## src/conv_seq_pkg.sv

```systemverilog
package conv_seq_pkg;

  // ----------------------------------------------------------------
  // timing
  // ----------------------------------------------------------------
  localparam int CLK_PERIOD_NS     = 10;
  localparam int GAP_NS            = 350;  // least time between conversions
  localparam int START_PULSE_NS    = 250;  // least start strobe low time
  localparam int EARLY_READ_NS     = 250;  // start rise to early read fall
  localparam int READ_DONE_NS      = 150;  // read fall to done low
  localparam int DONE_TIMEOUT_NS   = 2000; // give-up wait for done or ready
  // least times round up
  localparam int GAP_CYC   = (GAP_NS + CLK_PERIOD_NS - 1) / CLK_PERIOD_NS;
  localparam int PULSE_CYC = (START_PULSE_NS + CLK_PERIOD_NS - 1) / CLK_PERIOD_NS;
  localparam int EARLY_CYC = (EARLY_READ_NS + CLK_PERIOD_NS - 1) / CLK_PERIOD_NS;
  localparam int RDONE_CYC = (READ_DONE_NS + CLK_PERIOD_NS - 1) / CLK_PERIOD_NS;
  localparam int TOUT_CYC  = DONE_TIMEOUT_NS / CLK_PERIOD_NS;

  localparam int CNT_W     = 8;
  localparam int DATA_W    = 8;
  localparam int HIST_AW   = 4;
  localparam int HIST_DEPTH = 16;

  localparam logic [CNT_W-1:0] CNT_ZERO = 8'h00;
  localparam logic [CNT_W-1:0] CNT_ONE  = 8'h01;
  localparam logic [DATA_W-1:0] DATA_ZERO = 8'h00;
  localparam logic [HIST_AW-1:0] ADDR_ZERO = 4'h0;
  localparam logic [HIST_AW-1:0] ADDR_ONE  = 4'h1;

  // ----------------------------------------------------------------
  // modes and states
  // ----------------------------------------------------------------
  typedef enum logic {
    single_read_mode = 1'b0,
    split_strobe_mode = 1'b1
  } mode_t;

  typedef enum logic [2:0] {
    st_idle, st_gap, st_start_low, st_start_wait, st_read_wait, st_read_low, st_finish
  } seq_state_t;

  // pins toward the converter
  typedef struct packed {
    logic              select_n;
    logic              read_n;
    logic              start_n;     // shared pin, driven only in split mode
    logic              start_oe;
    logic              mode_sel;
  } conv_pins_t;

  // result toward the user
  typedef struct packed {
    logic [DATA_W-1:0] code;
    logic              overrange;
    logic              timeout;
  } result_t;

endpackage

```

## src/sample_hist_mem.sv

```systemverilog
`timescale 1ns/10ps

// ------------------------------------------------------------------
// small history of recent samples, registered read data
// ------------------------------------------------------------------
module sample_hist_mem (
  input  wire logic                                  core_clk,
  input  wire logic                                  wr_en,
  input  wire logic [conv_seq_pkg::HIST_AW-1:0]      wr_addr,
  input  wire logic [conv_seq_pkg::DATA_W:0]         wr_data,
  input  wire logic [conv_seq_pkg::HIST_AW-1:0]      rd_addr,
  output logic      [conv_seq_pkg::DATA_W:0]         rd_data
);

  logic [conv_seq_pkg::DATA_W:0] mem [conv_seq_pkg::HIST_DEPTH];

  // no reset on storage; read data lag one cycle
  always_ff @(posedge core_clk) begin
    if (wr_en) begin
      mem[wr_addr] <= wr_data;
    end
    rd_data <= mem[rd_addr];
  end

endmodule

```

## src/conv_sequencer.sv

```systemverilog
`timescale 1ns/10ps

// Operation
// - single mode: one long selected read converts
// - split mode: start strobe, then separate read
// - keep 350 ns gap between conversions
// - hold start strobe low 250 ns
// - early read 250 ns after start rise
// - 100 MHz clock: 250/250/150/350 ns timing
module conv_sequencer (
  input  wire logic                                core_clk,
  input  wire logic                                rstn,
  // user side
  input  wire logic                                conv_req,
  input  wire logic                                split_mode_req,
  input  wire logic                                early_read_req,
  input  wire logic [conv_seq_pkg::HIST_AW-1:0]    hist_addr,
  output logic                                     busy,
  output logic                                     result_valid,
  output conv_seq_pkg::result_t                    result,
  output logic      [conv_seq_pkg::DATA_W:0]       hist_data,
  // converter side
  output conv_seq_pkg::conv_pins_t                 pins,
  input  wire logic                                wait_request_in,
  input  wire logic                                conversion_done_n,
  input  wire logic                                overrange_flag_n,
  input  wire logic [conv_seq_pkg::DATA_W-1:0]     result_bus
);

  // ----------------------------------------------------------------
  // state
  // ----------------------------------------------------------------
  typedef struct packed {
    conv_seq_pkg::seq_state_t          st;
    logic [conv_seq_pkg::CNT_W-1:0]    cnt;
    logic [conv_seq_pkg::CNT_W-1:0]    tout;
    logic                              split;
    logic                              early;
    logic                              busy;
    logic                              valid;
    conv_seq_pkg::result_t             res;
    conv_seq_pkg::conv_pins_t          pins;
    logic [conv_seq_pkg::HIST_AW-1:0]  wptr;
    logic                              hist_we;
  } seq_t;

  seq_t s_r;
  seq_t s_nxt;

  // ----------------------------------------------------------------
  // counter helpers
  // ----------------------------------------------------------------
  // saturating decrement, used by both counters
  function automatic logic [conv_seq_pkg::CNT_W-1:0] dec_sat(
    input logic [conv_seq_pkg::CNT_W-1:0] v
  );
    dec_sat = (v == conv_seq_pkg::CNT_ZERO) ? conv_seq_pkg::CNT_ZERO : v - conv_seq_pkg::CNT_ONE;
  endfunction

  // counter load from a cycle figure, cut to counter width
  function automatic logic [conv_seq_pkg::CNT_W-1:0] cyc(input int n);
    cyc = conv_seq_pkg::CNT_W'(n);
  endfunction

  // a counter that has run down to zero ends the step it times
  function automatic logic run_out(input logic [conv_seq_pkg::CNT_W-1:0] v);
    run_out = (v == conv_seq_pkg::CNT_ZERO);
  endfunction

  // ----------------------------------------------------------------
  // sequencer next state
  // ----------------------------------------------------------------
  // one step per state; both counters run down on every cycle that does not load them
  always_comb begin
    s_nxt = s_r;
    s_nxt.valid = 1'b0;
    s_nxt.hist_we = 1'b0;
    s_nxt.cnt = dec_sat(s_r.cnt);
    s_nxt.tout = dec_sat(s_r.tout);
    case (s_r.st)
      conv_seq_pkg::st_idle: begin
        // gap counter keeps running here so back-to-back requests still wait
        if (conv_req) begin
          s_nxt.split = split_mode_req;
          s_nxt.early = early_read_req;
          s_nxt.busy  = 1'b1;
          s_nxt.pins.mode_sel = split_mode_req;
          s_nxt.st = conv_seq_pkg::st_gap;
        end
      end
      conv_seq_pkg::st_gap: begin
        // mode pin settles one cycle before any strobe; gap enforced too
        // select and strobe fall together, which the converter accepts
        if (run_out(s_r.cnt)) begin
          s_nxt.pins.select_n = 1'b0;
          s_nxt.tout = cyc(conv_seq_pkg::TOUT_CYC);
          if (s_r.split) begin
            s_nxt.pins.start_n = 1'b0;
            s_nxt.cnt = cyc(conv_seq_pkg::PULSE_CYC);
            s_nxt.st = conv_seq_pkg::st_start_low;
          end else begin
            s_nxt.pins.read_n = 1'b0;
            s_nxt.cnt = cyc(conv_seq_pkg::RDONE_CYC);
            s_nxt.st = conv_seq_pkg::st_read_wait;
          end
        end
      end
      conv_seq_pkg::st_start_low: begin
        if (run_out(s_r.cnt)) begin
          s_nxt.pins.start_n = 1'b1;
          s_nxt.cnt = cyc(conv_seq_pkg::EARLY_CYC);
          s_nxt.st = conv_seq_pkg::st_start_wait;
        end
      end
      conv_seq_pkg::st_start_wait: begin
        // early read skips the done flag; else wait for done low
        // the timeout keeps a dead converter from hanging the user side
        if ((s_r.early && run_out(s_r.cnt)) || !conversion_done_n) begin
          s_nxt.pins.read_n = 1'b0;
          s_nxt.cnt = cyc(conv_seq_pkg::RDONE_CYC);
          s_nxt.st = conv_seq_pkg::st_read_low;
        end else if (run_out(s_r.tout)) begin
          s_nxt.res.timeout = 1'b1;
          s_nxt.st = conv_seq_pkg::st_finish;
        end
      end
      conv_seq_pkg::st_read_wait: begin
        // single mode: ready held low by converter until conversion ends
        // first cycles skipped: ready needs time to pull low after select
        if (run_out(s_r.cnt) && wait_request_in) begin
          s_nxt.cnt = cyc(conv_seq_pkg::RDONE_CYC);
          s_nxt.st = conv_seq_pkg::st_read_low;
        end else if (run_out(s_r.tout)) begin
          s_nxt.res.timeout = 1'b1;
          s_nxt.st = conv_seq_pkg::st_finish;
        end
      end
      conv_seq_pkg::st_read_low: begin
        // bus given access time before sampling; overrange is always driven
        if (run_out(s_r.cnt)) begin
          s_nxt.res.code = result_bus;
          s_nxt.res.overrange = !overrange_flag_n;
          s_nxt.res.timeout = 1'b0;
          s_nxt.st = conv_seq_pkg::st_finish;
        end
      end
      conv_seq_pkg::st_finish: begin
        // rising select and read clear done; bus released
        // gap count starts here, so the next select waits out the gap
        s_nxt.pins.read_n = 1'b1;
        s_nxt.pins.select_n = 1'b1;
        s_nxt.valid = 1'b1;
        s_nxt.hist_we = !s_r.res.timeout;
        s_nxt.busy = 1'b0;
        s_nxt.cnt = cyc(conv_seq_pkg::GAP_CYC);
        s_nxt.st = conv_seq_pkg::st_idle;
      end
      default: begin
        // unused encodings: release every strobe and fall back to idle
        s_nxt.pins.start_n = 1'b1;
        s_nxt.pins.read_n = 1'b1;
        s_nxt.pins.select_n = 1'b1;
        s_nxt.busy = 1'b0;
        s_nxt.st = conv_seq_pkg::st_idle;
      end
    endcase
    // the converter owns the shared pin in single mode, so let go there
    s_nxt.pins.start_oe = s_nxt.pins.mode_sel; // shared pin is ours only in split mode
    if (s_r.hist_we) begin
      s_nxt.wptr = s_r.wptr + conv_seq_pkg::ADDR_ONE;
    end
  end

  // ----------------------------------------------------------------
  // state register
  // ----------------------------------------------------------------
  always_ff @(posedge core_clk or negedge rstn) begin
    if (!rstn) begin
      s_r <= '{st: conv_seq_pkg::st_idle, cnt: conv_seq_pkg::CNT_ZERO,
               tout: conv_seq_pkg::CNT_ZERO, split: 1'b0, early: 1'b0, busy: 1'b0,
               valid: 1'b0, res: '0,
               pins: '{select_n: 1'b1, read_n: 1'b1, start_n: 1'b1,
                       start_oe: 1'b0, mode_sel: 1'b0},
               wptr: conv_seq_pkg::ADDR_ZERO, hist_we: 1'b0};
    end else begin
      s_r <= s_nxt;
    end
  end

  // ----------------------------------------------------------------
  // outputs and history
  // ----------------------------------------------------------------
  // plain copies of the state register, no logic after the flip-flops
  assign busy         = s_r.busy;
  assign result_valid = s_r.valid;
  assign result       = s_r.res;
  assign pins         = s_r.pins;

  sample_hist_mem u_hist (
    .core_clk (core_clk),
    .wr_en    (s_r.hist_we),
    .wr_addr  (s_r.wptr),
    .wr_data  ({s_r.res.overrange, s_r.res.code}),
    .rd_addr  (hist_addr),
    .rd_data  (hist_data)
  );

endmodule

```

## config.mk

```make
export PLATFORM = sky130hd
export DESIGN_NAME = conv_sequencer
export DESIGN_NICKNAME = d
export VERILOG_FILES = /design/src/conv_seq_pkg.sv /design/src/sample_hist_mem.sv /design/src/conv_sequencer.sv
export SDC_FILE = /design/constraint.sdc
export NUM_CORES = 1
export LEC_CHECK = 0
export ABC_AREA = 1
export BUFFER_PORTS_ARGS = -buffer_cell sky130_fd_sc_hd__clkbuf_2
export CAP_MARGIN = 20
export CORE_UTILIZATION = 23
export DETAILED_ROUTE_END_ITERATION = 6
export PLACE_DENSITY = 0.4
export SYNTH_ARGS = -nofsm -noshare
export SYNTH_HDL_FRONTEND = slang
export SYNTH_HIERARCHICAL = 1
export SYNTH_SLANG_ARGS = --single-unit
```

## constraint.sdc

```tcl
create_clock -name core_clk -period 1.7 [get_ports core_clk]
set_input_delay 0.085 -clock core_clk [delete_from_list [all_inputs] [get_ports core_clk]]
set_output_delay 0.085 -clock core_clk [all_outputs]
set_load 0.1 [all_outputs]
```

==> flow_metrics.tcl, run 1 <==
set metrics [dict create \
    htree_levels 4 \
    wl_per_cell_um 14.87 \
    power_frac_seq 0.452 \
    mappedNetlistArea_um2 8861 \
    syn_inst 901 \
    highest_layer "met4" \
    io_pins 46 \
    pwr-share-clk 0.313 \
    crit_cells 10 \
    synthTopCellsByArea "edfxtp_1 (49%), nand2_1 (11%), dfrtp_1 (11%)" \
    clockRootBuffer "clkbuf_16" \
    ys_ff_latch 194 \
    cpMaxStageDelayCell "dfrtp_1" \
    antennaDiodeCount 0 \
    final_area_um2 10600 \
    dr_wl_met2_um 10330 \
    drt_iter0_drc 323 \
    path_clk_slew_ns 0.08 \
    overflow 0 \
    cp_cell_sequence "inv_1 -> ha_4 -> nand2_2 -> nor2_4 -> nand2_2 -> nand2_1 -> nand3b_1 -> nor2_2 -> nand2_1 -> nand3_1" \
    cp.buffers_inverters 1 \
    num_rows 71 \
    syn_area_per_cell_um2 9.835 \
    outcome "complete, no violations" \
    cp-end-kind "register" \
    placed_area_um2 9877 \
    worst_ep_arrival_time_ns 1.95 \
    start_kind "register" \
    grt_max_degree 73 \
    ys_warn_count 6 \
    ir_drop_mv 0.9125 \
    finalHoldViolations 0 \
    post-route-min-period_ns 1.570 \
    gp_congestion 0.8409 \
    clk_latency_ns 0.45 \
    final_cell_mix "nand2_1 (263), edfxtp_1 (144), inv_1 (141)" \
    critPathMaxFanout 7 \
    cts_tree "built" \
    wl_met3_um 867 \
    routed_wl_um 22420 \
    cp_top_family "simple AND/OR/NAND/NOR gates" \
    dp_hpwl_um 14450 \
    cts_buffers 17 \
    r2r_start "s_r[33]" \
    syn2layout_area_growth_pct 19.61 \
    reg2reg_depth 10 \
    fin_cells 1507 \
    ys_types 34 \
    post-place-cells 1463 \
    portBuffers 45 \
    p_sw_mw 4.410 \
    coreArea_um2 37760 \
    fmax_ghz 0.6371 \
    firstDrtPassIters 5 \
    clkSinkCount 194 \
    swShare 0.3485 \
    worst_slew_pin_slew_ns 0.5600 \
    crit_path_start "s_r[33]" \
    drv_cap 0 \
    leakagePower_nw 4.711 \
    vias_per_cell 3.966 \
    finClkSkew_ns 0.01300 \
    antenna_found_initial 0 \
    slew_viol_final 0 \
    met1_length_um 11000 \
    clockBufferDepth 2 \
    hold_depth 4 \
    synth_top_area_cell "edfxtp_1" \
    comb_power_share 0.235 \
    die_y_um 198.3 \
    layout_commonest_cell "nand2_1" \
    min_path_type "in -> reg" \
    die_area_um2 39320 \
    synth_seq_area_share 0.6245 \
    fin_crit_sh 0.9233 \
    fin_nets 1009 \
    synth_top_area_frac 0.4880 \
    crit_type "reg -> reg" \
    post-cts-setup-buffers 0 \
    drive_gt1_frac 0.1637 \
    drc 0 \
    die-width_um 198.3 \
    relSlewSlack 0.6267 \
    grt_util_all_layers 0.1200 \
    hp-start "conv_req" \
    powerDensity_nw_per_um2 1194 \
    syn_nets 927 \
    slowest_delay_ns 0.36 \
    hold-worst-slack_ns 0.03042 \
    grt_pass1_wl_um 35000 \
    vias 5977 \
    start_util 0.2347 \
    first_global_vias 5902 \
    required_ns 2.08 \
    power.internal_mw 8.245 \
    finalSetupViolations 0 \
    ant_nets 0 \
]
-- cell type report --
type / instances / area (um^2)
clock inverters: 14 / 141.4
well taps: 511 / 639.4
clock buffers: 18 / 429.2
multi-input cells: 517 / 2460
flip-flops and latches: 194 / 5535
repair buffers: 105 / 828.3
inverters: 148 / 565.5
fillers: 3976 / 27160
-- worst reg2reg max path: stages (launching register included) --
cell	delay (ns)
dfrtp_1	0.36
inv_1	0.11
ha_4	0.16
nand2_2	0.08
nor2_4	0.10
nand2_2	0.14
nand2_1	0.13
nand3b_1	0.12
nor2_2	0.16
nand2_1	0.08
nand3_1	0.06
-- kinds of logic (layout without fill, tap and decap cells) --
logic type               Yosys count  after routing  synth area share
AO/OA/AOI/OAI                     20             20           0.01200
buffers and inverters            190            285            0.1012
multiplexers                      10             10           0.01271
adder cells (fa/ha/maj)            6              6          0.008472
AND/OR/NAND/NOR                  470            470            0.2302
XOR/XNOR                          11             11           0.01087
flip-flops                       194            194            0.6245
-- cell usage after synthesis (all sizes together) --
library cell,number
xnor2,3
dfrtp,38
clkinv,1
nor3b,1
dfstp,3
nand2,269
ha,6
xor2,8
o211ai,2
o22ai,1
inv,147
nor3,5
nand4,2
o21ai,5
nor2,59
nand3b,5
buf,42
a21oi,12
nand3,129
mux2,10
dfxtp,9
edfxtp,144
-- power groups by stage --
stage	registers, mW	clock network (mW)	logic, mW
after global routing	5.76	4.27	3.32
after floorplan	6.00	0	2.07
after global placement	5.81	0	2.92
after CTS	5.71	4.11	2.93
after detailed placement	5.81	0	2.90
final	5.72	3.96	2.98
-- through the flow --
step                 TNS, ns  utilization  power, mW  setup slack, ns
CTS                        0       0.2799      12.75          0.04071
detailed placement         0       0.2616      8.706          0.07539
global route        -0.01627       0.2807      13.35        -0.005736
global placement           0       0.2616      8.732           0.1048
finish                     0       0.2807      12.66           0.1305
floorplan                  0            -      8.072           0.1528
-- state kept, by name (all words and copies together) (netlist names) --
signal	count
s_r	25
u_hist/mem	144
result	10
busy	1
result_valid	1
u_hist/rd_data	9
pins	4
-- worst paths after layout --
path | to | slack (ns)
min reg2reg | s_r[24] | 0.44
max reg2reg | s_r[40] | 0.13
min | busy | 0.03
max in group asynchronous | s_r[42] | 1.02
max | s_r[40] | 0.13
min in group asynchronous | busy | 0.23
-- per-layer routing --
layer,track usage,vias to the layer above
met5,0,-
met4,0.03302,0
met3,0.02385,11
met2,0.1903,94
met1,0.1652,2834
li1,-,3038
-- repair_timing --
item,4_1_cts,5_1_grt
gates resized for setup,0,8
hold buffers,12,0
setup endpoints to repair,0,29
endpoints found under the hold margin,49,0
Note: power is estimated with default switching activity, not from simulation.
==> inputs of run 2 (changes only) <==
--- a/config.mk
+++ b/config.mk
@@ -11,6 +11,8 @@
 export CORE_UTILIZATION = 23
 export DETAILED_ROUTE_END_ITERATION = 6
 export PLACE_DENSITY = 0.4
+export REMOVE_ABC_BUFFERS = 1
+export SLEW_MARGIN = 20
 export SYNTH_ARGS = -nofsm -noshare
 export SYNTH_HDL_FRONTEND = slang
 export SYNTH_HIERARCHICAL = 1
==> run 2 against run 1 <==
Register-to-register slack about the same. Die area did not move. First-iteration DRC count up 33%. Largest power group unchanged.
==> flow_metrics.tcl, run 2 (synthesis results as in run 1) <==
set metrics [dict create \
    outcome "complete, no violations" \
    wl_met3_um 842 \
    routed_wl_um 22020 \
    fin_cells 1501 \
    vias_per_cell 4.033 \
    grt_pass1_wl_um 34820 \
    htree_levels 4 \
    drv_cap 0 \
    powerDensity_nw_per_um2 1214 \
    grt_util_all_layers 0.1202 \
    syn2layout_area_growth_pct 20.42 \
    dp_hpwl_um 14070 \
    p_sw_mw 4.395 \
    layout_commonest_cell "nand2_1" \
    start_util 0.2347 \
    die-width_um 198.3 \
    first_global_vias 5887 \
    cp_cell_sequence "inv_2 -> nand3_2 -> inv_1 -> nand2_1 -> nand2_1 -> a21oi_1 -> a21oi_1" \
    final_area_um2 10670 \
    coreArea_um2 37760 \
    relSlewSlack 0.5643 \
    dr_wl_met2_um 10450 \
    slew_viol_final 0 \
    placed_area_um2 9887 \
    gp_congestion 0.8419 \
    post-route-min-period_ns 1.572 \
    rsz0062_at_grt "no" \
    final_cell_mix "nand2_1 (260), edfxtp_1 (144), inv_1 (141)" \
    clkSinkCount 194 \
    cpMaxStageDelayCell "dfrtp_1" \
    critPathMaxFanout 7 \
    finClkSkew_ns 0.01298 \
    fillers 4007 \
    regMostFlops "u_hist/mem" \
    worst_slew_pin_slew_ns 0.6536 \
    drt_iter0_drc 428 \
    swShare 0.3394 \
    post-cts-setup-buffers 0 \
    crit_type "reg -> reg" \
    overflow 0 \
    fin_nets 1002 \
    fmax_ghz 0.6362 \
    power.internal_mw 8.555 \
    cts_tree "built" \
    multi_input_area_um2 2457 \
    path_clk_slew_ns 0.07 \
    comb_power_share 0.225 \
    min_path_type "in -> reg" \
    wl_per_cell_um 14.67 \
    cts_buffers 17 \
    cp_top_family "flip-flops" \
    slowest_delay_ns 0.48 \
    portBuffers 45 \
    num_rows 71 \
    fin_tns_setup_ns 0 \
    clockBufferDepth 2 \
    fin_crit_sh 0.9247 \
    leakagePower_nw 4.730 \
    power.total_mw 12.95 \
    grt_max_degree 73 \
    worst_ep_arrival_time_ns 1.92 \
    highest_layer "met4" \
    finalHoldViolations 0 \
    io_pins 46 \
    die_area_um2 39320 \
    antenna_found_initial 1 \
    clk_latency_ns 0.45 \
    drive_gt1_frac 0.1638 \
    r2r_setup_slack_ns 0.13 \
    start_kind "register" \
    clockRootBuffer "clkbuf_16" \
    finalSetupViolations 0 \
    met1_length_um 10400 \
    largest_register_ffs 144 \
    regArea_um2 5538 \
    cp-end-kind "register" \
    ant_nets 0 \
    firstDrtPassIters 5 \
    drc 0 \
    pwr-share-clk 0.333 \
    die_y_um 198.3 \
    post-place-cells 1456 \
    cp.buffers_inverters 2 \
    vias 6053 \
    ir_drop_mv 1.159 \
    power_frac_seq 0.442 \
    required_ns 2.05 \
]
run 2: cell types whose count changed in the layout (fill, tap and decap cells not counted), sizes merged:
cell	before	now
buf	57	50
bufinv	0	2
clkbuf	54	53
clkinv	6	5
clkinvlp	2	1
diode	0	1
inv	154	155
run 2: layout make-up:
class,instances,share of cell area
Sequential cell,194,0.5190
Multi-Input combinational cell,517,0.2303
Timing Repair Buffer,98,0.07856
Tap cell,511,0.05992
Inverter,148,0.05300
Clock buffer,17,0.03987
Clock inverter,15,0.01911
Antenna cell,1,0.0002345
run 2: final timing paths:
path,start,to,depth (start not counted)
max,s_r[41],s_r[36],7
min,conv_req,pins[0],3
max reg2reg,s_r[41],s_r[36],7
min reg2reg,s_r[24],s_r[24],1
max in group asynchronous,rstn,pins[4],3
min in group asynchronous,rstn,s_r[34],3
run 2: worst min-delay path: cells and delay by family:
family,cells,cell delay (ns)
AO/OA/AOI/OAI,1,0.09
buffers and inverters,1,0.09
AND/OR/NAND/NOR,1,0.15
run 2: per-stage QoR:
step / hold WS, ns / util / setup slack, ns
finish: 0.02190 / 0.2826 / 0.1281
global route: 0.03217 / 0.2826 / 0.004284
CTS: 0.007798 / 0.2818 / 0.01978
detailed placement: 0.09009 / 0.2619 / 0.01964
global placement: 0.08636 / 0.2619 / 0.07554
floorplan: -0.2106 / - / -0.5611
run 2: power groups by stage:
stage                     combinational, mW  sequential, mW  clock, mW
after floorplan                        1.37            6.52          0
after global placement                 2.89            5.83          0
after detailed placement               2.88            5.82          0
after CTS                              2.91            5.73       4.47
after global routing                   3.23            5.77       4.66
final                                  2.91            5.72       4.31
run 2: what timing repair did:
item | CTS | global route
endpoints found under the hold margin | 52 | 0
pin swaps | 0 | 2
gates cloned | 0 | 0
hold buffers | 12 | 0
resized for setup | 2 | 9
setup endpoints to repair | 2 | 18
run 2: metal layers:
layer,track usage,vias to the layer above
li1,-,3022
met1,0.1591,2907
met2,0.1968,105
met3,0.02299,19
met4,0.03790,0
met5,0,-
==> inputs of run 3 (changes only) <==
--- a/config.mk
+++ b/config.mk
@@ -9,8 +9,8 @@
 export BUFFER_PORTS_ARGS = -buffer_cell sky130_fd_sc_hd__clkbuf_2
 export CAP_MARGIN = 20
 export CORE_UTILIZATION = 23
+export CTS_BUF_LIST = sky130_fd_sc_hd__clkbuf_8
 export DETAILED_ROUTE_END_ITERATION = 6
-export PLACE_DENSITY = 0.4
 export REMOVE_ABC_BUFFERS = 1
 export SLEW_MARGIN = 20
 export SYNTH_ARGS = -nofsm -noshare
==> run 3 against run 2 <==
Via count is 0.74% higher. Maximum frequency is 3.6% lower. Sequential power barely moved. Register-to-register slack worse by 0.02 ns. Sequential cell count is the same. Clock power down 29%. Worst setup slack got worse by 0.059 ns. Sequential share of layout area increased by 1.6 points. Worst hold slack improved by 0.087 ns. Final cell count grew 0.13%. Critical path type is now reg -> out.
==> flow_metrics.tcl, run 3 (synthesis results as in run 1) <==
set metrics [dict create \
    outcome "complete, no violations" \
    clkSinkCount 194 \
    ant_nets 0 \
    ir_drop_mv 1.211 \
    fin_nets 1001 \
    regMostFlops "u_hist/mem" \
    drv_cap 0 \
    slowest_delay_ns 0.69 \
    layout_commonest_cell "nand2_1" \
    post-route-min-period_ns 1.631 \
    powerDensity_nw_per_um2 1126 \
    rsz0062_at_grt "no" \
    placed_area_um2 9764 \
    clk_latency_ns 0.48 \
    overflow 0 \
    final_cell_mix "nand2_1 (263), edfxtp_1 (144), inv_1 (141)" \
    clockBufferDepth 2 \
    finish.utilization 0.2742 \
    cpMaxStageDelayCell "dfrtp_1" \
    fillers 3974 \
    grt_util_all_layers 0.1056 \
    cts_buffers 17 \
    wl_per_cell_um 13.16 \
    final_area_um2 10350 \
    finalSetupViolations 0 \
    min_path_type "in -> reg" \
    power_frac_seq 0.492 \
    vias 6098 \
    firstDrtPassIters 4 \
    path_clk_slew_ns 0.10 \
    syn2layout_area_growth_pct 16.83 \
    p_sw_mw 4.069 \
    post-cts-setup-buffers 0 \
    cp_cell_sequence "buf_4" \
    start_kind "register" \
    cp.buffers_inverters 1 \
    fmax_ghz 0.6132 \
    finClkSkew_ns 0.02310 \
    power.internal_mw 7.592 \
    die_area_um2 39320 \
    vias_per_cell 4.057 \
    coreArea_um2 37760 \
    largest_register_ffs 144 \
    dp_hpwl_um 12720 \
    cp_top_family "flip-flops" \
    regArea_um2 5539 \
    hold-worst-slack_ns 0.1085 \
    critPathMaxFanout 12 \
    grt_pass1_wl_um 31650 \
    routed_wl_um 19780 \
    die_y_um 198.3 \
    htree_levels 4 \
    cp-end-kind "output port" \
    comb_power_share 0.245 \
    io_pins 46 \
    worst_ep_arrival_time_ns 1.55 \
    first_global_vias 5849 \
    drive_gt1_frac 0.1579 \
    crit_type "reg -> out" \
    fin_tns_setup_ns 0 \
    grt_max_degree 73 \
    fin_crit_sh 0.9593 \
    num_rows 71 \
    swShare 0.3489 \
    dp_slack_ns 0.04425 \
    start_util 0.2347 \
    finalWorstSetupSlack_ns 0.06918 \
    antenna_found_initial 4 \
    leakagePower_nw 4.597 \
    relSlewSlack 0.5701 \
    cts_tree "built" \
    gp_congestion 0.8719 \
    finalHoldViolations 0 \
    multi_input_area_um2 2467 \
    pwr-share-clk 0.263 \
    die-width_um 198.3 \
    portBuffers 45 \
    clockRootBuffer "clkbuf_8" \
    slew_viol_final 0 \
    worst_slew_pin_slew_ns 0.6449 \
    drt_iter0_drc 332 \
    required_ns 1.62 \
    drc 0 \
]
[run 3: cell types whose count changed in the layout (fill, tap and decap cells not counted), moves of 3 or more]
cell / previous run / this run
buf_12: 13 / 5
buf_4: 37 / 42
clkbuf_8: 0 / 17
diode_2: 1 / 4
nand2_2: 7 / 3
nand2_1: 260 / 263
clkbuf_16: 17 / 0
[run 3: final timing paths]
kind	start	slack, ns	depth (start not counted)	to
worst max register to register	s_r[32]	0.11	10	s_r[37]
worst min register to register	s_r[24]	0.43	1	s_r[24]
max in group asynchronous	rstn	1.10	3	result[8]
worst max-delay path	result[2]	0.07	1	result[2]
worst min-delay path	hist_addr[3]	0.11	4	u_hist/rd_data[8]
min in group asynchronous	rstn	0.19	3	s_r[32]
[run 3: cell type report]
type / instances / share of cell area
multi-input cells: 517 / 0.2383
repair buffers: 97 / 0.07107
inverters: 148 / 0.05463
flip-flops and latches: 194 / 0.5351
clock buffers: 17 / 0.02260
well taps: 511 / 0.06176
diodes: 4 / 0.0009669
clock inverters: 15 / 0.01559
[run 3: power groups by stage]
stage | combinational (mW) | sequential (mW) | clock, mW
4_1_cts | 2.79 | 5.73 | 3.13
3_5_place_dp | 2.76 | 5.83 | 0
3_3_place_gp | 2.74 | 5.83 | 0
5_1_grt | 3.15 | 5.79 | 3.34
6_report | 2.86 | 5.74 | 3.07
2_1_floorplan | 1.37 | 6.52 | 0
[run 3: metal layers]
| layer | vias up | part of all wire | track usage |
|---|---|---|---|
| met4 | 0 | 0.0077 | 0.02239 |
| met1 | 2899 | 0.47 | 0.1398 |
| met5 | - | 0 | 0 |
| met3 | 8 | 0.056 | 0.02844 |
| li1 | 3026 | - | - |
| met2 | 165 | 0.47 | 0.1715 |
[run 3: worst min-delay path, stage by stage]
cell and delay (ns):
clkbuf_2 0.12, buf_4 0.19, nand3_1 0.09, nand2_1 0.04
[run 3: what timing repair did]
item,in CTS,in global routing
hold buffers,14,0
setup endpoints to repair,2,18
resized for setup,2,12
pin swaps,0,1
endpoints found under the hold margin,51,0
[run 3: stage by stage]
stage	power, mW	std cells
2_1_floorplan	7.894	859
3_3_place_gp	8.566	1453
3_5_place_dp	8.585	1453
4_1_cts	11.65	1499
5_1_grt	12.28	1503
6_report	11.66	1503
